--- src/logic/diag_record_pkg.sv ---
/*
  Package for the channel diagnostic record: record byte indices, constants,
  field positions, reset values and timing counts.
  Assumes a 100 MHz system clock and a byte-wide read port into the record.
*/
`default_nettype none
package diag_record_pkg;
  // ************************************************************
  // Record layout (byte index within the latter record part)
  // ************************************************************
  localparam logic [4:0] IDX_DIAG_BITS_PER_CHANNEL = 5'h07;
  localparam logic [4:0] IDX_CHANNEL_COUNT = 5'h08;
  localparam logic [4:0] IDX_CHANNEL_GROUP_ERROR_SUMMARY = 5'h09;
  localparam logic [4:0] IDX_PER_CHANNEL_ERROR_FIRST = 5'h0a;
  localparam logic [4:0] IDX_PER_CHANNEL_ERROR_LAST = 5'h0d;
  localparam logic [4:0] IDX_UNUSED_CHANNEL_ERROR_FIRST = 5'h0e;
  localparam logic [4:0] IDX_UNUSED_CHANNEL_ERROR_LAST = 5'h11;
  localparam logic [4:0] IDX_DIAG_TIMESTAMP = 5'h12;
  localparam logic [4:0] IDX_DIAG_TIMESTAMP_LAST = 5'h15;
  // ************************************************************
  // Constant contents and field positions
  // ************************************************************
  localparam logic [7:0] DIAG_BITS_PER_CHANNEL = 8'h08;
  localparam logic [7:0] CHANNEL_COUNT = 8'h04;
  localparam int CH_ERR_PARAM_BIT = 0;
  localparam int CH_ERR_SHORT_BIT = 3;
  localparam int MODULE_CHANNEL_ERROR_BIT = 3;
  localparam logic [7:0] RESET_BYTE = 8'h00;
  localparam logic [31:0] RESET_TICKER = 32'h0000_0000;
  // ************************************************************
  // Timing
  // ************************************************************
  localparam int CLK_MHZ = 100;
  localparam int TICK_NS = 1000;
  localparam int CLK_PERIOD_NS = 1000 / CLK_MHZ;
  localparam int TICK_CYCLES = TICK_NS / CLK_PERIOD_NS;
  // Per-channel raw fault inputs
  typedef struct packed {
    logic param_err;
    logic short_gnd;
  } chan_fault_s;
endpackage : diag_record_pkg
`default_nettype wire

--- src/logic/channel_diag_record.sv ---
/*
  Channel part of the diagnostic record of a four-channel analog output module,
  with the microsecond ticker and event timestamp.
  Assumes fault inputs arrive asynchronously from channel monitors; the record
  is read one byte at a time by the host side through rd_index/rd_data.
  Read index casts assume four channels; a wider NUM_CH needs wider casts.
*/
`timescale 1ns/1ps
`default_nettype none
module channel_diag_record #(
  parameter int NUM_CH = 4
) (
  input wire logic sys_clk,
  input wire logic reset_n,
  input wire diag_record_pkg::chan_fault_s [NUM_CH-1:0] fault_in,
  input wire logic [4:0] rd_index,
  output logic [7:0] rd_data_q,
  output logic [NUM_CH-1:0] chan_led_q,
  output logic [7:0] module_diag_q,
  output logic [31:0] ticker_q,
  output logic event_q
);
  // ************************************************************
  // Ticker
  // ************************************************************
  // Runs from reset and never stops; the record only copies its count,
  // so a host read can never disturb the timebase
  logic [31:0] ticks;
  us_ticker #(
    .WIDTH(32)
  ) u_ticker (
    .sys_clk(sys_clk),
    .reset_n(reset_n),
    .ticks_q(ticks)
  );

  // ************************************************************
  // Input synchronisers
  // ************************************************************
  logic [2*NUM_CH-1:0] raw;
  logic [2*NUM_CH-1:0] s1_q;
  logic [2*NUM_CH-1:0] s2_q;
  logic [2*NUM_CH-1:0] s3_q;
  logic [2*NUM_CH-1:0] flt_q;
  logic [7:0] ch_err_q [NUM_CH];
  logic [NUM_CH-1:0] any_ch;
  logic [7:0] summary_q;
  logic [31:0] stamp_q;
  logic [NUM_CH-1:0] any_prev_q;
  logic new_err;

  // ************************************************************
  // Helper functions
  // ************************************************************
  // True when idx lies within first..last, both ends included
  function automatic logic index_in(input logic [4:0] idx, input logic [4:0] first,
                                    input logic [4:0] last);
    return (idx >= first) && (idx <= last);
  endfunction : index_in

  // Builds one channel error byte from its two filtered fault levels
  // Reserved bits start low here, so no other path can ever set them
  function automatic logic [7:0] chan_byte(input logic param_err, input logic short_gnd);
    logic [7:0] b;
    b = diag_record_pkg::RESET_BYTE;
    b[diag_record_pkg::CH_ERR_PARAM_BIT] = param_err;
    b[diag_record_pkg::CH_ERR_SHORT_BIT] = short_gnd;
    return b;
  endfunction : chan_byte

  genvar g;
  generate
    for (g = 0; g < NUM_CH; g++) begin : g_raw
      assign raw[2*g] = fault_in[g].param_err;
      assign raw[2*g+1] = fault_in[g].short_gnd;
      assign any_ch[g] = ch_err_q[g][diag_record_pkg::CH_ERR_PARAM_BIT] |
                         ch_err_q[g][diag_record_pkg::CH_ERR_SHORT_BIT];
    end
  endgenerate

  // Three-stage capture of asynchronous fault levels
  // Only stage two reads stage one, so a metastable first stage has a cycle to settle
  always_ff @(posedge sys_clk) begin
    if (!reset_n) begin
      s1_q <= '0;
      s2_q <= '0;
      s3_q <= '0;
    end else begin
      s1_q <= raw;
      s2_q <= s1_q;
      s3_q <= s2_q;
    end
  end

  // Filtered level updates only when stages two and three agree
  // A one-cycle flicker on a fault pin therefore never reaches the record
  always_ff @(posedge sys_clk) begin
    if (!reset_n) begin
      flt_q <= '0;
    end else begin
      flt_q <= (s2_q & s3_q) | (flt_q & (s2_q | s3_q));
    end
  end

  // ************************************************************
  // Channel error bytes and summary
  // ************************************************************
  generate
    for (g = 0; g < NUM_CH; g++) begin : g_ch
      // Per-channel error byte, reserved bits held zero
      always_ff @(posedge sys_clk) begin
        if (!reset_n) begin
          ch_err_q[g] <= diag_record_pkg::RESET_BYTE;
        end else begin
          ch_err_q[g] <= chan_byte(flt_q[2*g], flt_q[2*g+1]);
        end
      end
    end
  endgenerate

  // Summary byte: bit n follows channel n, upper bits stay zero
  always_ff @(posedge sys_clk) begin
    if (!reset_n) begin
      summary_q <= diag_record_pkg::RESET_BYTE;
    end else begin
      summary_q <= 8'(any_ch);
    end
  end

  // Module diagnostic byte: only the channel-error bit is owned here
  always_ff @(posedge sys_clk) begin
    if (!reset_n) begin
      module_diag_q <= diag_record_pkg::RESET_BYTE;
    end else begin
      module_diag_q <= diag_record_pkg::RESET_BYTE;
      module_diag_q[diag_record_pkg::MODULE_CHANNEL_ERROR_BIT] <= |any_ch;
    end
  end

  // Channel indicators follow the same error state as the record
  always_ff @(posedge sys_clk) begin
    if (!reset_n) begin
      chan_led_q <= '0;
    end else begin
      chan_led_q <= any_ch;
    end
  end

  // ************************************************************
  // Event detection and timestamp
  // ************************************************************
  // A channel going from no error to error is a diagnostic event
  assign new_err = |(any_ch & ~any_prev_q);

  // Previous error state and the one-cycle event pulse
  always_ff @(posedge sys_clk) begin
    if (!reset_n) begin
      any_prev_q <= '0;
      event_q <= 1'b0;
    end else begin
      any_prev_q <= any_ch;
      event_q <= new_err;
    end
  end

  // Timestamp keeps the ticker value of the latest event until the next one
  always_ff @(posedge sys_clk) begin
    if (!reset_n) begin
      stamp_q <= diag_record_pkg::RESET_TICKER;
    end else if (new_err) begin
      stamp_q <= ticks;
    end
  end

  // Ticker output copy
  always_ff @(posedge sys_clk) begin
    if (!reset_n) begin
      ticker_q <= diag_record_pkg::RESET_TICKER;
    end else begin
      ticker_q <= ticks;
    end
  end

  // ************************************************************
  // Record read port
  // ************************************************************
  // Registered byte selection; unmapped and reserved bytes read zero
  // Data lag the index by one clock, so a host may step the index every cycle
  always_ff @(posedge sys_clk) begin
    if (!reset_n) begin
      rd_data_q <= diag_record_pkg::RESET_BYTE;
    end else begin
      if (rd_index == diag_record_pkg::IDX_DIAG_BITS_PER_CHANNEL) begin
        rd_data_q <= diag_record_pkg::DIAG_BITS_PER_CHANNEL;
      end else if (rd_index == diag_record_pkg::IDX_CHANNEL_COUNT) begin
        rd_data_q <= diag_record_pkg::CHANNEL_COUNT;
      end else if (rd_index == diag_record_pkg::IDX_CHANNEL_GROUP_ERROR_SUMMARY) begin
        rd_data_q <= summary_q;
      end else if (index_in(rd_index, diag_record_pkg::IDX_PER_CHANNEL_ERROR_FIRST,
                            diag_record_pkg::IDX_PER_CHANNEL_ERROR_LAST)) begin
        rd_data_q <= ch_err_q[2'(rd_index - diag_record_pkg::IDX_PER_CHANNEL_ERROR_FIRST)];
      end else if (index_in(rd_index, diag_record_pkg::IDX_UNUSED_CHANNEL_ERROR_FIRST,
                            diag_record_pkg::IDX_UNUSED_CHANNEL_ERROR_LAST)) begin
        rd_data_q <= diag_record_pkg::RESET_BYTE;
      end else if (index_in(rd_index, diag_record_pkg::IDX_DIAG_TIMESTAMP,
                            diag_record_pkg::IDX_DIAG_TIMESTAMP_LAST)) begin
        rd_data_q <= stamp_q[8*(2'(rd_index - diag_record_pkg::IDX_DIAG_TIMESTAMP)) +: 8];
      end else begin
        rd_data_q <= 8'h00;
      end
    end
  end
endmodule : channel_diag_record
`default_nettype wire

--- src/logic/us_ticker.sv ---
/*
  Free-running 32-bit microsecond ticker.
  Assumes sys_clk at the rate in diag_record_pkg; synchronous active-low reset
  stands for power-on.
*/
`timescale 1ns/1ps
`default_nettype none
module us_ticker #(
  parameter int WIDTH = 32
) (
  input wire logic sys_clk,
  input wire logic reset_n,
  output logic [WIDTH-1:0] ticks_q
);
  localparam int PRE_W = $clog2(diag_record_pkg::TICK_CYCLES);
  localparam logic [PRE_W-1:0] PRE_LAST = PRE_W'(diag_record_pkg::TICK_CYCLES - 1);
  logic [PRE_W-1:0] pre_q;

  // Prescaler from clock cycles to microseconds
  always_ff @(posedge sys_clk) begin
    if (!reset_n) begin
      pre_q <= '0;
    end else if (pre_q == PRE_LAST) begin
      pre_q <= '0;
    end else begin
      pre_q <= pre_q + 1'b1;
    end
  end

  // Ticker counts from zero and wraps at all ones
  always_ff @(posedge sys_clk) begin
    if (!reset_n) begin
      ticks_q <= '0;
    end else if (pre_q == PRE_LAST) begin
      ticks_q <= ticks_q + 1'b1;
    end
  end
endmodule : us_ticker
`default_nettype wire
--- config.mk ---
export PLATFORM = sky130hd
export DESIGN_NAME = channel_diag_record
export DESIGN_NICKNAME = d
export VERILOG_FILES = /design/src/logic/diag_record_pkg.sv /design/src/logic/channel_diag_record.sv /design/src/logic/us_ticker.sv
export SDC_FILE = /design/constraint.sdc
export NUM_CORES = 1
export LEC_CHECK = 0
export BUFFER_PORTS_ARGS = -buffer_cell sky130_fd_sc_hd__buf_2
export CAP_MARGIN = 20
export CELL_PAD_IN_SITES_DETAIL_PLACEMENT = 0
export CELL_PAD_IN_SITES_GLOBAL_PLACEMENT = 2
export CORE_MARGIN = 2
export CORE_UTILIZATION = 35
export CTS_CLUSTER_SIZE = 20
export DETAILED_ROUTE_END_ITERATION = 8
export GPL_ROUTABILITY_DRIVEN = 0
export PLACE_DENSITY = 0.84
export SYNTH_ARGS = -nofsm -noshare
export SYNTH_HDL_FRONTEND = slang
export SYNTH_SLANG_ARGS = --single-unit
--- constraint.sdc ---
create_clock -name sys_clk -period 5.7 [get_ports sys_clk]
set_input_delay 0.285 -clock sys_clk [delete_from_list [all_inputs] [get_ports sys_clk]]
set_output_delay 0.285 -clock sys_clk [all_outputs]
set_load 0.01 [all_outputs]
======== Yosys cells after proc, flatten, opt, wreduce, memory -nomap -nowiden ========
Memory sizes are Yosys's and may differ from the RTL's.
Index checks and enable logic that the tools add are counted.
word-level totals
  flip-flop bits (word level) ............. 160
  bits in latches ......................... 0
  bits in writable memories ............... 8
  bits in read-only memories .............. 0
  output and inout port bits .............. 53
  memories kept ........................... 1
operators by class
  add/subtract/negate cells ............... 4
  $mul .................................... 0
  div/mod/pow operators ................... 0
  magnitude comparators ................... 6
  equal/unequal tests ..................... 4
  shift-type cells ........................ 1
  multiplexer cells ....................... 12
  bitwise logic cells ..................... 15
  reductions and logical operators ........ 8
memory list
  name      words  width  rd ports  clocked after memory_dff  wr ports  line                       text
  ch_err_q  4      2      5         0                         4         channel_diag_record.sv:45  logic [7:0] ch_err_q [NUM_CH];
operators by type and width
  kind                     count
  $add A32 B1 Y32 const B  1
  $mux W8                  4
  $shiftx A32 B6 Y8        1
  $and A8 B8 Y8            2
  $or A8 B8 Y8             2
  $eq A5 B4 Y1 const B     2
  $ge A5 B4 Y1 const B     2
  $le A5 B5 Y1 const B     2
  $mux W2                  4
  $mux W4                  2
  $or A1 B1 Y1             8
  $reduce_or A4 Y1         2
  $add A7 B1 Y7 const B    1
  $eq A7 B7 Y1 const B     1
  $eq A5 B3 Y1 const B     1
  $ge A5 B5 Y1 const B     1
  $le A5 B4 Y1 const B     1
  $and A4 B4 Y4            1
  $not A4 Y4               1
  $reduce_or A2 Y1         2
  $sub A2 B2 Y2 const B    2
  $logic_and A1 B1 Y1      3
  $reduce_or A3 Y1         1
  $mux W1                  2
  $not A1 Y1               1

======== Logic depth before layout (Yosys ltp) ========
  depth in word-level cells ............... 8
  gate-level depth with buffers ........... 6

======== Hierarchy ========
A second synthesis with hierarchy kept.
unflattened totals
  cells, all modules ...................... 552
  area, all modules ....................... 5,864.4 um2
modules (own cells, without submodules)
  module               times used  cells each  area each (um2)
  channel_diag_record  1           353         4,005.1
  us_ticker            1           199         1,859.3

======== Worst setup path before layout ========
OpenSTA, ideal clock, no wires.
  path kind ............................... register -> register
  start point ............................. register u_ticker.pre_q[0]
  end point ............................... register u_ticker.ticks_q[17]
  arrival ................................. 1.698 ns
  required time ........................... 5.579 ns
  setup slack ............................. 3.881 ns
  stages on the path, launching flop included .. 7
  buffers on the path ..................... 1
  period minus slack after synthesis ...... 1.819 ns
  cell sequence ........................... dfxtp_1 ha_1 and4bb_2 nand4_1 clkbuf_1 nor4_1 mux2_2
on the way
  cells in the longest elaborated chain, start to end .. 1
ends and longest elaborated chain
  item                    line             text
  start, declared         us_ticker.sv:17  logic [PRE_W-1:0] pre_q;
  start signal, assigned  us_ticker.sv:26  pre_q <= pre_q + 1'b1;
  $eq A7 B7 Y1            us_ticker.sv:34  end else if (pre_q == PRE_LAST) begin
  end signal, assigned    us_ticker.sv:35  ticks_q <= ticks_q + 1'b1;
  end, declared           us_ticker.sv:13  output logic [WIDTH-1:0] ticks_q
Every way passes these cells.
A chain may end at the register's enable or synchronous reset.

======== Worst setup path after layout ========
Ends and elaborated chain as after synthesis.

==> reports/qor.yml <==
status: "completed"
netlist_instances: 564
cts_setup_buffers: 0
dieArea_um2: 17500
hold_path_class: "input port to flop"
synth_top_area_cell: "dfxtp_1"
swShare: 0.224
r2r_slack_ns: 3.34
cp.required_ns: 6.02
period_minus_slack_ns: 2.36
io_pins: 68
p_leak_nw: 2.67
power_density_nw_per_um2: 331
met1Wirelength_um: 5810
cp_slowest_cell: "nand4_1"
clock_skew_ns: 0.00882
crit_chain: "ha_1 > and4bb_2 > nand4_1 > nor4_1 > mux2_2"
grt_max_degree: 70
tritoncts: "done"
final_nets: 632
drtIter0Drc: 215
hold_depth: 2
rsz0062_at_grt: "false"
yosysMostFrequentCell: "dfxtp_1"
setup-tns-final_ns: 0
path_class: "flop to flop"
cp-end-kind: "flop"
pwr-share-seq: 0.494
rr_endpoint: "u_ticker.ticks_q[17]$_SDFFE_PN0P_"
internal-power_mw: 1.74
ys_types: 50
track_usage: 0.144
clkPwrFrac: 0.482
grt_pass1_wl_um: 20000
fin_ws_ns: 3.34
cts_sinks: 157
drv_cap: 0
max_freq_mhz: 424
antenna_left: 0
layout-drive-gt1-share: 0.205
setup_viol: 0
cp_max_fo: 12
rows: 46
first_global_vias: 3843
overflow: 0
avgRoutedWirePerCell_um: 14.3
synthTopCellsByArea: "dfxtp_1 55%, and2_1 6.4%, mux2i_1 6.3%"
synth-edff-count: 0
power_switching_mw: 0.504
met2WireLength_um: 5660
p_comb_frac: 0.023
drtPass1Iterations: 6
cpPeakStageDelay_ns: 0.51
die_h_um: 132
antenna_cells: 0
num_vias: 3981
synth-seq-cells: 157
cts_made_buffers: 17
start_util: 0.360
r2r_start: "u_ticker.pre_q[0]$_SDFF_PP0_"
drt_wl_total_um: 12100
ys.flop_type: "dfxtp_1"
netlist.area_leader.share: 0.545
path_clk_slew_ns: 0.06
ys_seq_area_frac: 0.545
syn_area_um2: 5760
finalCritPeriodShare: 0.414
yosysWarnings: 0
utilization: 0.425
holdCritStartpoint: "fault_in[0]"
place_ws_ns: 3.23
r2r_cells: 5
relSlewSlack: 0.317
worstSkewPairLatency_ns: 0.43
cts_max_level: 4
root_buffer: "clkbuf_16"
fillers: 1598
design.core.area_um2: 16000
syn_avg_cell_area_um2: 10.2
synth_common_cells: "157 x dfxtp_1, 79 x nor2_1, 59 x and2_1, 36 x mux2i_1, 22 x nand2_1"
async_flop_share: 0
antenna_found_initial: 0
highest_layer: "met4"
clock_path_buffers: 2
syn2layout_area_growth_pct: 17.9
hold-path-endpoint: "s1_q[1]$_SDFF_PN0_"
dieWidth_um: 132
crit_arrival_ns: 2.68
viasPerCell: 4.72
io_buffer_count: 60
dp_hpwl_um: 8140
worst_pin_slew_ns: 1.02
route.met3.wl_um: 421
start_kind: "flop"
cts.repair.resized: 0
finalMaxSlewViolations: 0
ctsHoldBuffers: 0
drc_errors: 0
hold_violations: 0
peakVddDrop_mv: 0.234
## state kept, by name, summed over array words and instances, names as in the netlist, 4 cells and up
signal,count
s1_q,8
ch_err_q,8
stamp_q,32
rd_data_q,8
s2_q,8
s3_q,8
u_ticker.pre_q,7
flt_q,8
ticker_q,32
any_prev_q,4
u_ticker.ticks_q,32
## cells by family (layout without fill, tap and decap cells)
family	Yosys count	in the layout	synth area share
compound gates	47	47	0.0471
xor+xnor	14	14	0.0213
fa+ha+maj	2	2	0.00434
buf+inv	46	104	0.0362
flops	157	157	0.545
mux	60	60	0.125
other cells	1	7	0.000651
simple gates	237	237	0.220
## final cells by class
type                    count  area (um2)  area share
flip-flops and latches    157        3140       0.462
well taps                 216         270      0.0398
repair buffers             63         323      0.0475
clock inverters            14         135      0.0199
clock buffers              18         439      0.0646
multi-input cells         367        2450       0.361
inverters                   9        33.8     0.00497
## worst max-delay path: cells and delay by family (launching register included)
kind,cells,cell delay [ns]
AND/OR/NAND/NOR,3,1.25
multiplexers,1,0.38
flip-flops,1,0.35
adder cells (fa/ha/maj),1,0.27
## worst max path at each step
| stage | slack (ns) | end | cells past startpoint | start |
|---|---|---|---|---|
| 2_1_floorplan | 3.88 | u_ticker.ticks_q[17]$_SDFFE_PN0P_ | 6 | u_ticker.pre_q[0]$_SDFF_PP0_ |
| 3_3_place_gp | 3.27 | u_ticker.ticks_q[23]$_SDFFE_PN0P_ | 6 | reset_n |
| 4_1_cts | 3.34 | u_ticker.ticks_q[17]$_SDFFE_PN0P_ | 5 | u_ticker.pre_q[0]$_SDFF_PP0_ |
| 5_1_grt | 3.16 | u_ticker.ticks_q[27]$_SDFFE_PN0P_ | 5 | u_ticker.pre_q[0]$_SDFF_PP0_ |
| 6_report | 3.34 | u_ticker.ticks_q[17]$_SDFFE_PN0P_ | 5 | u_ticker.pre_q[0]$_SDFF_PP0_ |
| 3_5_place_dp | 3.23 | u_ticker.ticks_q[17]$_SDFFE_PN0P_ | 6 | reset_n |
## cells in the final DEF (no fill, tap or decap), types with 3 or more instances in the layout
master / netlist / routed
a21oi_1: 20 / 20
and2_1: 59 / 59
and3_1: 10 / 10
and4_1: 4 / 4
buf_2: 8 / 60
buf_4: 7 / 3
clkbuf_16: 0 / 17
clkinv_4: 0 / 3
clkinvlp_4: 0 / 4
conb_1: 1 / 7
dfxtp_1: 157 / 157
inv_1: 9 / 8
inv_6: 0 / 5
mux2_2: 14 / 14
mux2i_1: 36 / 36
mux4_2: 8 / 8
nand2_1: 22 / 22
nand3_1: 15 / 15
nor2_1: 79 / 79
nor3_1: 16 / 16
nor3b_1: 4 / 4
o21ai_0: 15 / 15
o21bai_1: 3 / 3
or3_1: 6 / 6
xnor2_1: 8 / 8
xor2_1: 6 / 6
## power by group through the flow
stage | clock network [mW] | logic [mW] | registers, mW
floorplan | 0 | 0.0425 | 1.13
global placement | 0 | 0.0522 | 1.13
detailed placement | 0 | 0.0535 | 1.14
CTS | 1.11 | 0.0537 | 1.11
global route | 1.16 | 0.0592 | 1.11
finish | 1.08 | 0.0524 | 1.11
## metal layers
metal	GRT usage	up-vias
met1	0.181	1866
met3	0.0431	16
met5	0	-
li1	-	2018
met4	0.0538	0
met2	0.233	81
## stage by stage
step	instances	cell area, um2	power (mW)	hold slack, ns
final	844	6800	2.25	0.0641
after global routing	844	6800	2.33	0.0459
after CTS	844	6800	2.27	0.0438
after detailed placement	812	6220	1.19	0.422
after global placement	812	6220	1.19	0.416
after floorplan	570	5790	1.18	0.412
(Power assumes the default switching activity.)
